### src/core/pfp_pkg.sv
// package: register map, fields and types of the fault-protection block
`default_nettype none
package pfp_pkg;
   // ****************************************
   // register indices (byte address = 4 * index)
   // ****************************************
   localparam logic [3:0] IDX_CTRL     = 4'h0;
   localparam logic [3:0] IDX_EVMASK   = 4'h2;
   localparam logic [3:0] IDX_FDCTL    = 4'h3;
   localparam logic [3:0] IDX_STATUS   = 4'h4;
   localparam logic [3:0] IDX_DTBOTH   = 4'h6;
   localparam logic [3:0] IDX_DTBOTHB  = 4'h7;
   localparam logic [3:0] IDX_DTLOW    = 4'h8;
   localparam logic [3:0] IDX_DTHIGH   = 4'h9;
   localparam logic [3:0] IDX_DTLOWB   = 4'hA;
   localparam logic [3:0] IDX_DTHIGHB  = 4'hB;
   localparam logic [3:0] IDX_OVREN    = 4'hC;
   localparam int         ADDR_LSB     = 2;

   // ****************************************
   // field positions and reset values
   // ****************************************
   localparam int         CTRL_PATTERN   = 5;
   localparam int         CTRL_COMMON    = 4;
   localparam int         FDC_BRKSUP     = 4;
   localparam int         FDC_RESTART    = 2;
   localparam int         ST_FAULT       = 2;
   localparam int         ST_HIGHV       = 1;
   localparam int         ST_LOWV        = 0;
   localparam logic [7:0] RST_BYTE       = 8'h00;
   localparam logic [7:0] CTRL_WMASK     = 8'h3F;
   localparam logic [7:0] FDC_WMASK      = 8'h17;

   typedef enum logic [1:0] {
      ACT_NONE     = 2'h0,
      ACT_CLEAROVR = 2'h1,
      ACT_RESERVED = 2'h2,
      ACT_CLEAR_DIRECTION_ACTION = 2'h3
   } pfp_action_t;

   typedef struct packed {
      logic [1:0] rsvd;
      logic       patternModeEnable;
      logic       commonChannelSource;
      logic [3:0] deadTimeChannelEnables;
   } pfp_ctrl_t;

   typedef struct packed {
      logic [2:0]  rsvd;
      logic        breakFaultSuppress;
      logic        rsvd3;
      logic        faultRestartSelect;
      pfp_action_t faultActionSelect;
   } pfp_fdctl_t;

   typedef struct packed {
      logic [7:0] lowSideDeadTime;
      logic [7:0] highSideDeadTime;
   } pfp_deadtime_t;
endpackage : pfp_pkg
`default_nettype wire

### src/core/pfp_fault_protect.sv
// fault protection and control registers of the waveform extension
`default_nettype none
module pfp_fault_protect #(
   parameter int EVENT_CHANNELS = 8,
   parameter int DT_CHANNELS    = 4
) (
   input  wire logic                   mclk,
   input  wire logic                   nrst,
   // avalon-mm slave
   input  wire logic [5:0]             avs_address,
   input  wire logic                   avs_read,
   input  wire logic                   avs_write,
   input  wire logic [31:0]            avs_writedata,
   input  wire logic [3:0]             avs_byteenable,
   output logic      [31:0]            avs_readdata,
   output logic                        avs_waitrequest,
   // event network, debugger and timer
   input  wire logic [EVENT_CHANNELS-1:0] eventChannels,
   input  wire logic                   debugBreakRequest,
   input  wire logic                   timerUpdate,
   input  wire logic                   timerLockUpdateFlag,
   input  wire logic                   extensionLock,
   // outputs to timer, dead-time units and port
   output logic                        timerErrorFlagSet,
   output logic                        faultState,
   output logic [2*DT_CHANNELS-1:0]    outputOverrideEnables,
   output logic [DT_CHANNELS-1:0]      deadTimeChannelEnables,
   output logic                        patternModeEnable,
   output logic                        commonChannelSource,
   output pfp_pkg::pfp_deadtime_t      deadTime,
   output logic                        portDirClear,
   output logic                        portDirRestore,
   output logic [2*DT_CHANNELS-1:0]    portDirMask
);
   // ****************************************
   // parameter checks
   // ****************************************
   if (EVENT_CHANNELS != 8 || DT_CHANNELS != 4) begin : g_badParam
      $error("pfp_fault_protect supports eight event channels and four dead-time channels");
   end

   // ****************************************
   // reset release
   // ****************************************
   logic rstMeta_q;
   logic rstSync_q;
   always_ff @(posedge mclk or negedge nrst) begin
      if (!nrst) begin
         rstMeta_q <= 1'b0;
         rstSync_q <= 1'b0;
      end else begin
         rstMeta_q <= 1'b1;
         rstSync_q <= rstMeta_q;
      end
   end
   wire logic rstN = rstSync_q;

   // ****************************************
   // functions
   // ****************************************
   // pin pairs of enabled channels
   function automatic logic [7:0] pairMask(input logic [3:0] chEn);
      logic [7:0] m;
      m = 8'h00;
      for (int i = 0; i < 4; i++) begin
         m[2*i]   = chEn[i];
         m[2*i+1] = chEn[i];
      end
      return m;
   endfunction : pairMask

   function automatic logic [7:0] maskedByte(input logic [7:0] oldV, input logic [7:0] newV,
                                             input logic [7:0] wmask);
      return (oldV & ~wmask) | (newV & wmask);
   endfunction : maskedByte

   // ****************************************
   // registers
   // ****************************************
   pfp_pkg::pfp_ctrl_t  ctrl_q;
   pfp_pkg::pfp_fdctl_t fdctl_q;
   logic [7:0]          evMask_q;
   logic [7:0]          ovrEn_q;
   logic [7:0]          dtLow_q;
   logic [7:0]          dtHigh_q;
   logic [7:0]          dtLowBuf_q;
   logic [7:0]          dtHighBuf_q;
   logic                lowValid_q;
   logic                highValid_q;
   logic                faultFlag_q;
   logic                faultActive_q;
   logic                errPulse_q;
   logic                dirClear_q;
   logic                dirRestore_q;
   logic [7:0]          dirMask_q;
   logic                ack_q;
   logic [31:0]         rdata_q;

   // ****************************************
   // bus handshake
   // ****************************************
   wire logic       busReq  = avs_read | avs_write;
   wire logic       wrTake  = avs_write & ack_q & avs_byteenable[0];
   wire logic [3:0] regIdx  = avs_address[pfp_pkg::ADDR_LSB +: 4];
   wire logic       addrOk  = (avs_address[1:0] == 2'h0);
   wire logic [7:0] wByte   = avs_writedata[7:0];

   // one wait cycle: read data captured then, write applied at the accepting edge
   always_ff @(posedge mclk or negedge rstN) begin
      if (!rstN) begin
         ack_q <= 1'b0;
      end else begin
         ack_q <= busReq & ~ack_q;
      end
   end
   assign avs_waitrequest = busReq & ~ack_q;

   function automatic logic isWr(input logic [3:0] idx);
      return wrTake && addrOk && (regIdx == idx);
   endfunction : isWr

   // ****************************************
   // fault detection
   // ****************************************
   pfp_pkg::pfp_action_t act;
   logic protectOn;
   logic maskedEvent;
   logic brkFault;
   logic faultCond;
   always_comb begin
      act         = fdctl_q.faultActionSelect;
      protectOn   = (act == pfp_pkg::ACT_CLEAROVR) || (act == pfp_pkg::ACT_CLEAR_DIRECTION_ACTION);
      maskedEvent = |(eventChannels & evMask_q);
      brkFault    = protectOn & debugBreakRequest & ~fdctl_q.breakFaultSuppress;
      faultCond   = protectOn & maskedEvent | brkFault;
   end

   wire logic restoreOk = fdctl_q.faultRestartSelect ? ~faultCond
                                                     : ~faultCond & ~faultFlag_q;
   wire logic doRestore = faultActive_q & restoreOk & timerUpdate;
   wire logic newFault  = faultCond & ~faultActive_q;

   // fault state, applied on the edge after the event
   always_ff @(posedge mclk or negedge rstN) begin
      if (!rstN) begin
         faultActive_q <= 1'b0;
      end else if (faultCond) begin
         faultActive_q <= 1'b1;
      end else if (doRestore) begin
         faultActive_q <= 1'b0;
      end
   end

   // timer error flag set pulse on each new fault
   always_ff @(posedge mclk or negedge rstN) begin
      if (!rstN) begin
         errPulse_q <= 1'b0;
      end else begin
         errPulse_q <= newFault;
      end
   end

   // fault flag: a set in the clearing cycle wins
   always_ff @(posedge mclk or negedge rstN) begin
      if (!rstN) begin
         faultFlag_q <= 1'b0;
      end else if (maskedEvent || brkFault) begin
         faultFlag_q <= 1'b1;
      end else if (isWr(pfp_pkg::IDX_STATUS) && wByte[pfp_pkg::ST_FAULT]) begin
         faultFlag_q <= 1'b0;
      end
   end

   // direction clear and restore strobes to the port
   always_ff @(posedge mclk or negedge rstN) begin
      if (!rstN) begin
         dirClear_q   <= 1'b0;
         dirRestore_q <= 1'b0;
         dirMask_q    <= pfp_pkg::RST_BYTE;
      end else begin
         dirClear_q   <= newFault & (act == pfp_pkg::ACT_CLEAR_DIRECTION_ACTION);
         dirRestore_q <= doRestore & (act == pfp_pkg::ACT_CLEAR_DIRECTION_ACTION);
         if (faultCond) begin
            dirMask_q <= pairMask(ctrl_q.deadTimeChannelEnables);
         end else if (doRestore) begin
            dirMask_q <= ctrl_q.patternModeEnable ? dtLowBuf_q
                                                   : pairMask(ctrl_q.deadTimeChannelEnables);
         end
      end
   end

   // ****************************************
   // control, mask and fault control registers
   // ****************************************
   always_ff @(posedge mclk or negedge rstN) begin
      if (!rstN) begin
         ctrl_q   <= pfp_pkg::RST_BYTE;
         evMask_q <= pfp_pkg::RST_BYTE;
         fdctl_q  <= pfp_pkg::RST_BYTE;
      end else begin
         if (isWr(pfp_pkg::IDX_CTRL) && !extensionLock) begin
            ctrl_q <= wByte & pfp_pkg::CTRL_WMASK;
         end
         if (isWr(pfp_pkg::IDX_EVMASK) && !extensionLock) begin
            evMask_q <= wByte;
         end
         if (isWr(pfp_pkg::IDX_FDCTL)) begin
            fdctl_q <= wByte & pfp_pkg::FDC_WMASK;
         end
      end
   end

   // ****************************************
   // output override enables
   // ****************************************
   always_ff @(posedge mclk or negedge rstN) begin
      if (!rstN) begin
         ovrEn_q <= pfp_pkg::RST_BYTE;
      end else if (faultCond && act == pfp_pkg::ACT_CLEAROVR) begin
         ovrEn_q <= pfp_pkg::RST_BYTE;
      end else if (doRestore && act == pfp_pkg::ACT_CLEAROVR) begin
         ovrEn_q <= ctrl_q.patternModeEnable ? dtLowBuf_q
                                              : pairMask(ctrl_q.deadTimeChannelEnables);
      end else if (isWr(pfp_pkg::IDX_OVREN) && !extensionLock && !faultFlag_q) begin
         ovrEn_q <= wByte;
      end
   end

   // ****************************************
   // dead-time registers and buffers
   // ****************************************
   wire logic copyOk = timerUpdate & ~timerLockUpdateFlag;
   logic wrLowB;
   logic wrHighB;
   logic wrStat;
   // a process, so the strobes track the bus signals read inside isWr
   always_comb begin
      wrLowB  = isWr(pfp_pkg::IDX_DTLOWB) | isWr(pfp_pkg::IDX_DTBOTHB);
      wrHighB = isWr(pfp_pkg::IDX_DTHIGHB) | isWr(pfp_pkg::IDX_DTBOTHB);
      wrStat  = isWr(pfp_pkg::IDX_STATUS);
   end

   always_ff @(posedge mclk or negedge rstN) begin
      if (!rstN) begin
         dtLow_q     <= pfp_pkg::RST_BYTE;
         dtLowBuf_q  <= pfp_pkg::RST_BYTE;
         lowValid_q  <= 1'b0;
      end else begin
         if (wrLowB) begin
            dtLowBuf_q <= wByte;
         end
         if (copyOk && lowValid_q) begin
            dtLow_q <= dtLowBuf_q;
         end else if (isWr(pfp_pkg::IDX_DTLOW) || isWr(pfp_pkg::IDX_DTBOTH)) begin
            dtLow_q <= wByte;
         end
         if (wrLowB) begin
            lowValid_q <= 1'b1;
         end else if (copyOk || (wrStat && wByte[pfp_pkg::ST_LOWV])) begin
            lowValid_q <= 1'b0;
         end
      end
   end

   always_ff @(posedge mclk or negedge rstN) begin
      if (!rstN) begin
         dtHigh_q    <= pfp_pkg::RST_BYTE;
         dtHighBuf_q <= pfp_pkg::RST_BYTE;
         highValid_q <= 1'b0;
      end else begin
         if (wrHighB) begin
            dtHighBuf_q <= wByte;
         end
         if (copyOk && highValid_q) begin
            dtHigh_q <= dtHighBuf_q;
         end else if (isWr(pfp_pkg::IDX_DTHIGH) || isWr(pfp_pkg::IDX_DTBOTH)) begin
            dtHigh_q <= wByte;
         end
         if (wrHighB) begin
            highValid_q <= 1'b1;
         end else if (copyOk || (wrStat && wByte[pfp_pkg::ST_HIGHV])) begin
            highValid_q <= 1'b0;
         end
      end
   end

   // ****************************************
   // read data
   // ****************************************
   logic [7:0] rByte;
   always_comb begin
      rByte = pfp_pkg::RST_BYTE;
      if (addrOk) begin
         unique case (regIdx)
            pfp_pkg::IDX_CTRL:    rByte = ctrl_q;
            pfp_pkg::IDX_EVMASK:  rByte = evMask_q;
            pfp_pkg::IDX_FDCTL:   rByte = fdctl_q;
            pfp_pkg::IDX_STATUS: begin
               rByte[pfp_pkg::ST_FAULT] = faultFlag_q;
               rByte[pfp_pkg::ST_HIGHV] = highValid_q;
               rByte[pfp_pkg::ST_LOWV]  = lowValid_q;
            end
            pfp_pkg::IDX_DTLOW:   rByte = dtLow_q;
            pfp_pkg::IDX_DTHIGH:  rByte = dtHigh_q;
            pfp_pkg::IDX_DTLOWB:  rByte = dtLowBuf_q;
            pfp_pkg::IDX_DTHIGHB: rByte = dtHighBuf_q;
            pfp_pkg::IDX_OVREN:   rByte = ovrEn_q;
            default:              rByte = pfp_pkg::RST_BYTE;
         endcase
      end
   end

   always_ff @(posedge mclk or negedge rstN) begin
      if (!rstN) begin
         rdata_q <= 32'h0000_0000;
      end else if (avs_read && !ack_q) begin
         rdata_q <= {24'h00_0000, rByte};
      end
   end

   // ****************************************
   // outputs
   // ****************************************
   assign avs_readdata           = rdata_q;
   assign timerErrorFlagSet      = errPulse_q;
   assign faultState             = faultActive_q;
   assign outputOverrideEnables  = ovrEn_q;
   assign deadTimeChannelEnables = ctrl_q.deadTimeChannelEnables;
   assign patternModeEnable      = ctrl_q.patternModeEnable;
   assign commonChannelSource    = ctrl_q.commonChannelSource;
   assign deadTime               = {dtLow_q, dtHigh_q};
   assign portDirClear           = dirClear_q;
   assign portDirRestore         = dirRestore_q;
   assign portDirMask            = dirMask_q;
endmodule : pfp_fault_protect
`default_nettype wire

### config.mk
export PLATFORM = sky130hd
export DESIGN_NAME = pfp_fault_protect
export DESIGN_NICKNAME = d
export VERILOG_FILES = /design/src/core/pfp_pkg.sv /design/src/core/pfp_fault_protect.sv
export SDC_FILE = /design/constraint.sdc
export NUM_CORES = 1
export LEC_CHECK = 0
export BUFFER_PORTS_ARGS = -buffer_cell sky130_fd_sc_hd__buf_4
export CORE_MARGIN = 2
export CORE_UTILIZATION = 30
export DETAILED_ROUTE_END_ITERATION = 10
export GPL_TIMING_DRIVEN = 1
export HOLD_SLACK_MARGIN = 0.03
export SETUP_SLACK_MARGIN = 0.2
export SYNTH_ARGS = -nofsm -noshare
export SYNTH_HDL_FRONTEND = slang
export SYNTH_SLANG_ARGS = --single-unit
export TNS_END_PERCENT = 30
### constraint.sdc
create_clock -name mclk -period 2.4 [get_ports mclk]
set_input_delay 0.36 -clock mclk [delete_from_list [all_inputs] [get_ports mclk]]
set_output_delay 0.36 -clock mclk [all_outputs]
set_load 0.05 [all_outputs]
==> results of run 1 <==
==> through the flow <==
stage,total power [uW],hold WS [ps],area [um2]
global route,4240,320,5710
CTS,4120,296,5710
finish,4070,272,5710
global placement,2470,144,5340
floorplan,2230,64.4,4660
detailed placement,2480,144,5340
==> critical path, delay by kind of cell, from the launching register on <==
kind                   cells  cell delay (ps)
and+or+nand+nor            3              590
DFF                        1              350
muxes                      1              340
AOI/OAI and AO/OA          1              270
buffers and inverters      1              220
==> timing repair <==
item / 4_1_cts / 5_1_grt
endpoints found under the hold margin: 2 / 0
buffers inserted: 0 / 0
hold buffers: 1 / 0
==> sequential cells by signal, indices dropped and copies added (netlist names), 2 cells and up <==
register and count:
act 2, avs_readdata 8, deadTimeChannelEnables 4, dtHighBuf_q 8
dtHigh_q 8, dtLowBuf_q 8, dtLow_q 8, evMask_q 8
fdctl_q 2, outputOverrideEnables 8, portDirMask 8
==> cells in the final DEF, fill, tap and decap left out, types with 2 or more instances in the layout <==
cell type / count
a221oi_1: 2
a22o_1: 2
inv_1: 3
a32oi_1: 2
mux4_2: 4
buf_4: 92
nand2_1: 40
o2bb2ai_1: 9
and2_1: 2
a22oi_4: 2
a21oi_1: 18
nor3_1: 4
clkbuf_16: 9
o21ai_0: 8
nand4_1: 3
conb_1: 25
o211ai_1: 2
clkbuf_8: 2
mux2i_1: 20
bufinv_16: 3
o221ai_1: 2
nand2b_1: 10
o21ai_2: 2
a22oi_1: 7
dfrtp_1: 83
nor2_1: 23
nor2b_1: 3
a31oi_1: 3
mux2_2: 70
nand3_1: 6
==> path summary, 6_finish.rpt <==
path,cells after the start,endpoint,from
worst min register to register,0,dtLow_q[1],rstN
worst max-delay path,6,dtHighBuf_q[4],ack_q
max in group asynchronous,1,dtHighBuf_q[0],rstN
min in group mclk,3,ack_q,avs_read
worst min-delay path,0,dtLow_q[1],rstN
worst max register to register,6,dtHighBuf_q[4],ack_q
==> report_power, final <==
group	total (uW)	switching (uW)	internal, uW
Sequential	1640	118	1520
Combinational	817	553	263
Clock	1620	547	1070
Total	4070	1220	2850
==> routing by layer <==
metal / wire length (um) / global-route usage / vias to the layer above
met3: 976 / 0.0381 / 10
met2: 6210 / 0.269 / 132
met1: 5460 / 0.208 / 1707
li1: - / - / 1608
met4: 158 / 0.0498 / 0
met5: 0 / 0 / -
==> cell type report <==
cell class / instances / area, um2 / area share
well taps: 188 / 235 / 0.0412
clock buffers: 12 / 256 / 0.0450
repair buffers: 94 / 721 / 0.126
inverters: 4 / 15.0 / 0.00263
flip-flops and latches: 84 / 2110 / 0.369
multi-input cells: 298 / 2280 / 0.399
clock inverters: 4 / 95.1 / 0.0167
==> kinds of logic after synthesis <==
| family | Yosys count | share of synthesized area |
|---|---|---|
| simple gates | 105 | 0.119 |
| compound gates | 73 | 0.120 |
| flops | 84 | 0.459 |
| buf+inv | 48 | 0.0621 |
| mux | 95 | 0.238 |
| other cells | 2 | 0.00164 |
==> metrics.csv, run 1 <==
metric,value,unit
status,"finished, final reports clean",
row cnt,45,
cell count after placement,667,
Starting Density,0.304,
Setup crit start kind,flop,
proportion of netlist area held by the largest area contributor,0.459,
Post-synth EDFFs,0,
DR pass1 iterations,4,
Pins Over Slew Limit,0,
Clock Sink Count,84,
worst-path cell chain,"nand3_1, nor3_4, nand3_1, a21oi_2, buf_4, mux2_2",
layout cells sized above 1,0.397,
first-pass GRT wire length,19700,um
GPL Wtd Cong,0.881,
"Distinct cells, synth",60,
DRC Markers,0,
ys flop type,dfrtp_1,
global route overflow,0,
Worst Skew,7.27,ps
CTS tree,done,
Core ar.,15000,um2
n_diodes,0,
Setup-failing EPs final,0,
GRT Util Overall,0.161,
Die Height,128,um
largest area contributor in the netlist,dfrtp_1,
number of global-route vias before repair,3446,
RSZ-0062 raised after global routing,false,
cells after synthesis,407,
synthesized cell area,4580,um2
DP HPWL,9720,um
largest net degree at the start of global routing,52,
Die W,128,um
Boundary Pins,133,
area of the die,16300,um2
DRT Wirelength,12800,um
fin crit share,0.792,
VDD IR-drop max,404,uV
"worst slack, placed",397,ps
setup ws final,500,ps
final hold violation count,0,
Setup TNS,0,ps
Power per Cell Area,714,nW/um2
Synth top cells by count,"dfrtp_1, mux2_2, nand2_1",
final non-filler cell total,684,
worst-margin pin slew,636,ps
Clock Pin Slew Worst Setup and Hold Paths,60,ps
"FF+latch count, synth",84,
DR WL/cell,18.7,um
Port Buf Inserts,81,
"most used cell, CP",nand3_1,
Util after Layout,0.380,
clk_lat worst skew,340,ps
LEAKAGE,0.00283,uW
Avg Inst Size Synth,11.2,um2
post-CTS resize count,0,
number of antenna violations at the first check in global routing,0,
clock tree buffer depth,2,
cell with the most instances after synthesis,dfrtp_1,
Area Overhead vs Synth,24.7,%
number of fillers in the final layout,1453,
MaxCap Viol Count,0,
Worst path max stage delay,350,ps
Critical-path top delay cell,dfrtp_1,
Final ANT Viol Nets,0,
cts bufs inserted,9,
max_slew headroom,0.576,
"top cells by area, synth","dfrtp_1, mux2_2, mux2i_1",
CP Class,reg -> reg,
CP max FO,6,
Critical Path RT,2620,ps
fmax,0.526,GHz
Final min period,1900,ps
layout net count,549,
YS warnings,0,
worst path arrival time,2120,ps
critical path capture point type,flop,
via count,3457,
"Seq/Total Area, Yosys",0.459,
R2R Setup Slk,500,ps
routed vias/inst,5.05,
asr flop ratio synth,1.00,
hold crit path type,reg -> async,
CTS root buf,clkbuf_16,
htree depth,3,
DR iter-0 viols,246,
Note: power is estimated with default switching activity, not from simulation.
==> run 2, diff against run 1 <==
==> constraint.sdc (replaced) <==
create_clock -name mclk -period 1.61 [get_ports mclk]
set_input_delay 0.2415 -clock mclk [delete_from_list [all_inputs] [get_ports mclk]]
set_output_delay 0.2415 -clock mclk [all_outputs]
set_load 0.05 [all_outputs]
==> metrics.csv, run 2 (synthesized netlist as in run 1, its figures left out) <==
metric,value,unit
setup ws final,-54.0,ps
fmax,0.601,GHz
Worst Skew,10.1,ps
layout net count,613,
worst-case reg-to-reg path depth,6,
Final min period,1660,ps
R2R Setup Slk,-50,ps
layout cells sized above 1,0.523,
fin crit share,1.03,
cts bufs inserted,9,
DP HPWL,10400,um
row cnt,45,
number of global-route vias before repair,3924,
first-pass GRT wire length,21900,um
Clock Sink Count,84,
global route overflow,0,
DR iter-0 viols,278,
routed vias/inst,5.07,
area of the die,16300,um2
VDD IR-drop max,459,uV
critical path capture point type,flop,
Final ANT Viol Nets,0,
LEAKAGE,0.00323,uW
total power,5750,uW
Critical Path RT,1840,ps
placed cell area,5850,um2
DR pass1 iterations,4,
CP max FO,9,
most frequent cells in the layout,"buf_4, dfrtp_1, mux2_2",
Setup-failing EPs final,17,
DR WL/cell,19.0,um
RSZ-0062 raised after global routing,true,
worst path arrival time,1890,ps
Area Overhead vs Synth,42.3,%
Util after Layout,0.433,
GRT Util Overall,0.177,
Clock Pin Slew Worst Setup and Hold Paths,60,ps
htree depth,3,
"most common cell after layout, fill and taps aside",buf_4,
CTS root buf,clkbuf_16,
via count,3779,
GPL Wtd Cong,0.895,
Die Height,128,um
Port Buf Inserts,81,
DRC Markers,0,
final hold violation count,0,
status,finished with violations,
final non-filler cell total,746,
number of fillers in the final layout,1442,
cell count after placement,723,
clk_lat worst skew,350,ps
MaxCap Viol Count,0,
clock tree buffer depth,2,
Die W,128,um
DRT Wirelength,14200,um
CP Class,reg -> reg,
number of antenna violations at the first check in global routing,0,
hold crit path type,in -> async,
failing checks,negative setup slack,
Power per Cell Area,883,nW/um2
Core ar.,15000,um2
RR Startpoint,evMask_q[3],
Starting Density,0.304,
n_diodes,0,
CTS tree,done,
reg2reg end,portDirMask[6],
Setup TNS,-712,ps
Boundary Pins,133,
Setup crit start kind,flop,
largest net degree at the start of global routing,83,
Pins Over Slew Limit,0,
post-route cell area,6510,um2
run 2: changes by cell type in the layout (fill, tap and decap cells not counted), sizes merged:
cell,before,now
clkinv,1,2
buf,93,157
clkbuf,12,11
bufinv,3,0
clkinvlp,0,1
run 2: per-layer routing:
metal  up-vias  GRT usage  share of wire
met4         0     0.0653          0.024
met3        27     0.0477          0.056
li1       1733          -              -
met2       117      0.288           0.49
met5         -          0              0
met1      1902      0.227           0.43
run 2: repair_timing:
action,CTS,global route
hold endpoints to repair,2,0
resized for setup,64,24
endpoints found under the setup margin,77,83
pin swaps,26,17
buffers inserted,4,4
cloned,0,0
hold buffers,1,0
run 2: through the flow:
stage | hold WS (ps) | setup WS, ps
after CTS | 188 | -92.3
final | 197 | -54.0
after global placement | 24.3 | -68.9
after global routing | 199 | -98.9
after floorplan | -54.1 | -163
after detailed placement | 25.2 | -164
run 2: critical path, stage by stage, from the launching register on:
cell and delay (ps):
dfrtp_1 410, a22oi_2 230, nand2_4 110, buf_4 160, o21ai_4 150, buf_12 140
mux2_2 330
run 2: worst max-delay path by stage:
stage | start | end | depth (start not counted)
finish | evMask_q[3] | portDirMask[6] | 6
global route | evMask_q[3] | outputOverrideEnables[5] | 6
CTS | evMask_q[7] | outputOverrideEnables[4] | 6
detailed placement | evMask_q[3] | outputOverrideEnables[4] | 6
global placement | evMask_q[3] | outputOverrideEnables[3] | 6
floorplan | faultState | outputOverrideEnables[0] | 4
run 2: where the power goes:
group | internal [uW] | total, uW | switching [uW]
clock network | 1020 | 1830 | 804
logic | 556 | 1480 | 921
registers | 2270 | 2450 | 182
run 2: area by class of cell:
type                            count  area [um2]  area share
Multi-Input combinational cell    298        2570       0.395
Sequential cell                    84        2110       0.324
Timing Repair Buffer              158        1330       0.205
Tap cell                          188         235      0.0361
Clock buffer                       11         233      0.0357
Clock inverter                      3        17.5     0.00269
Inverter                            4        15.0     0.00231
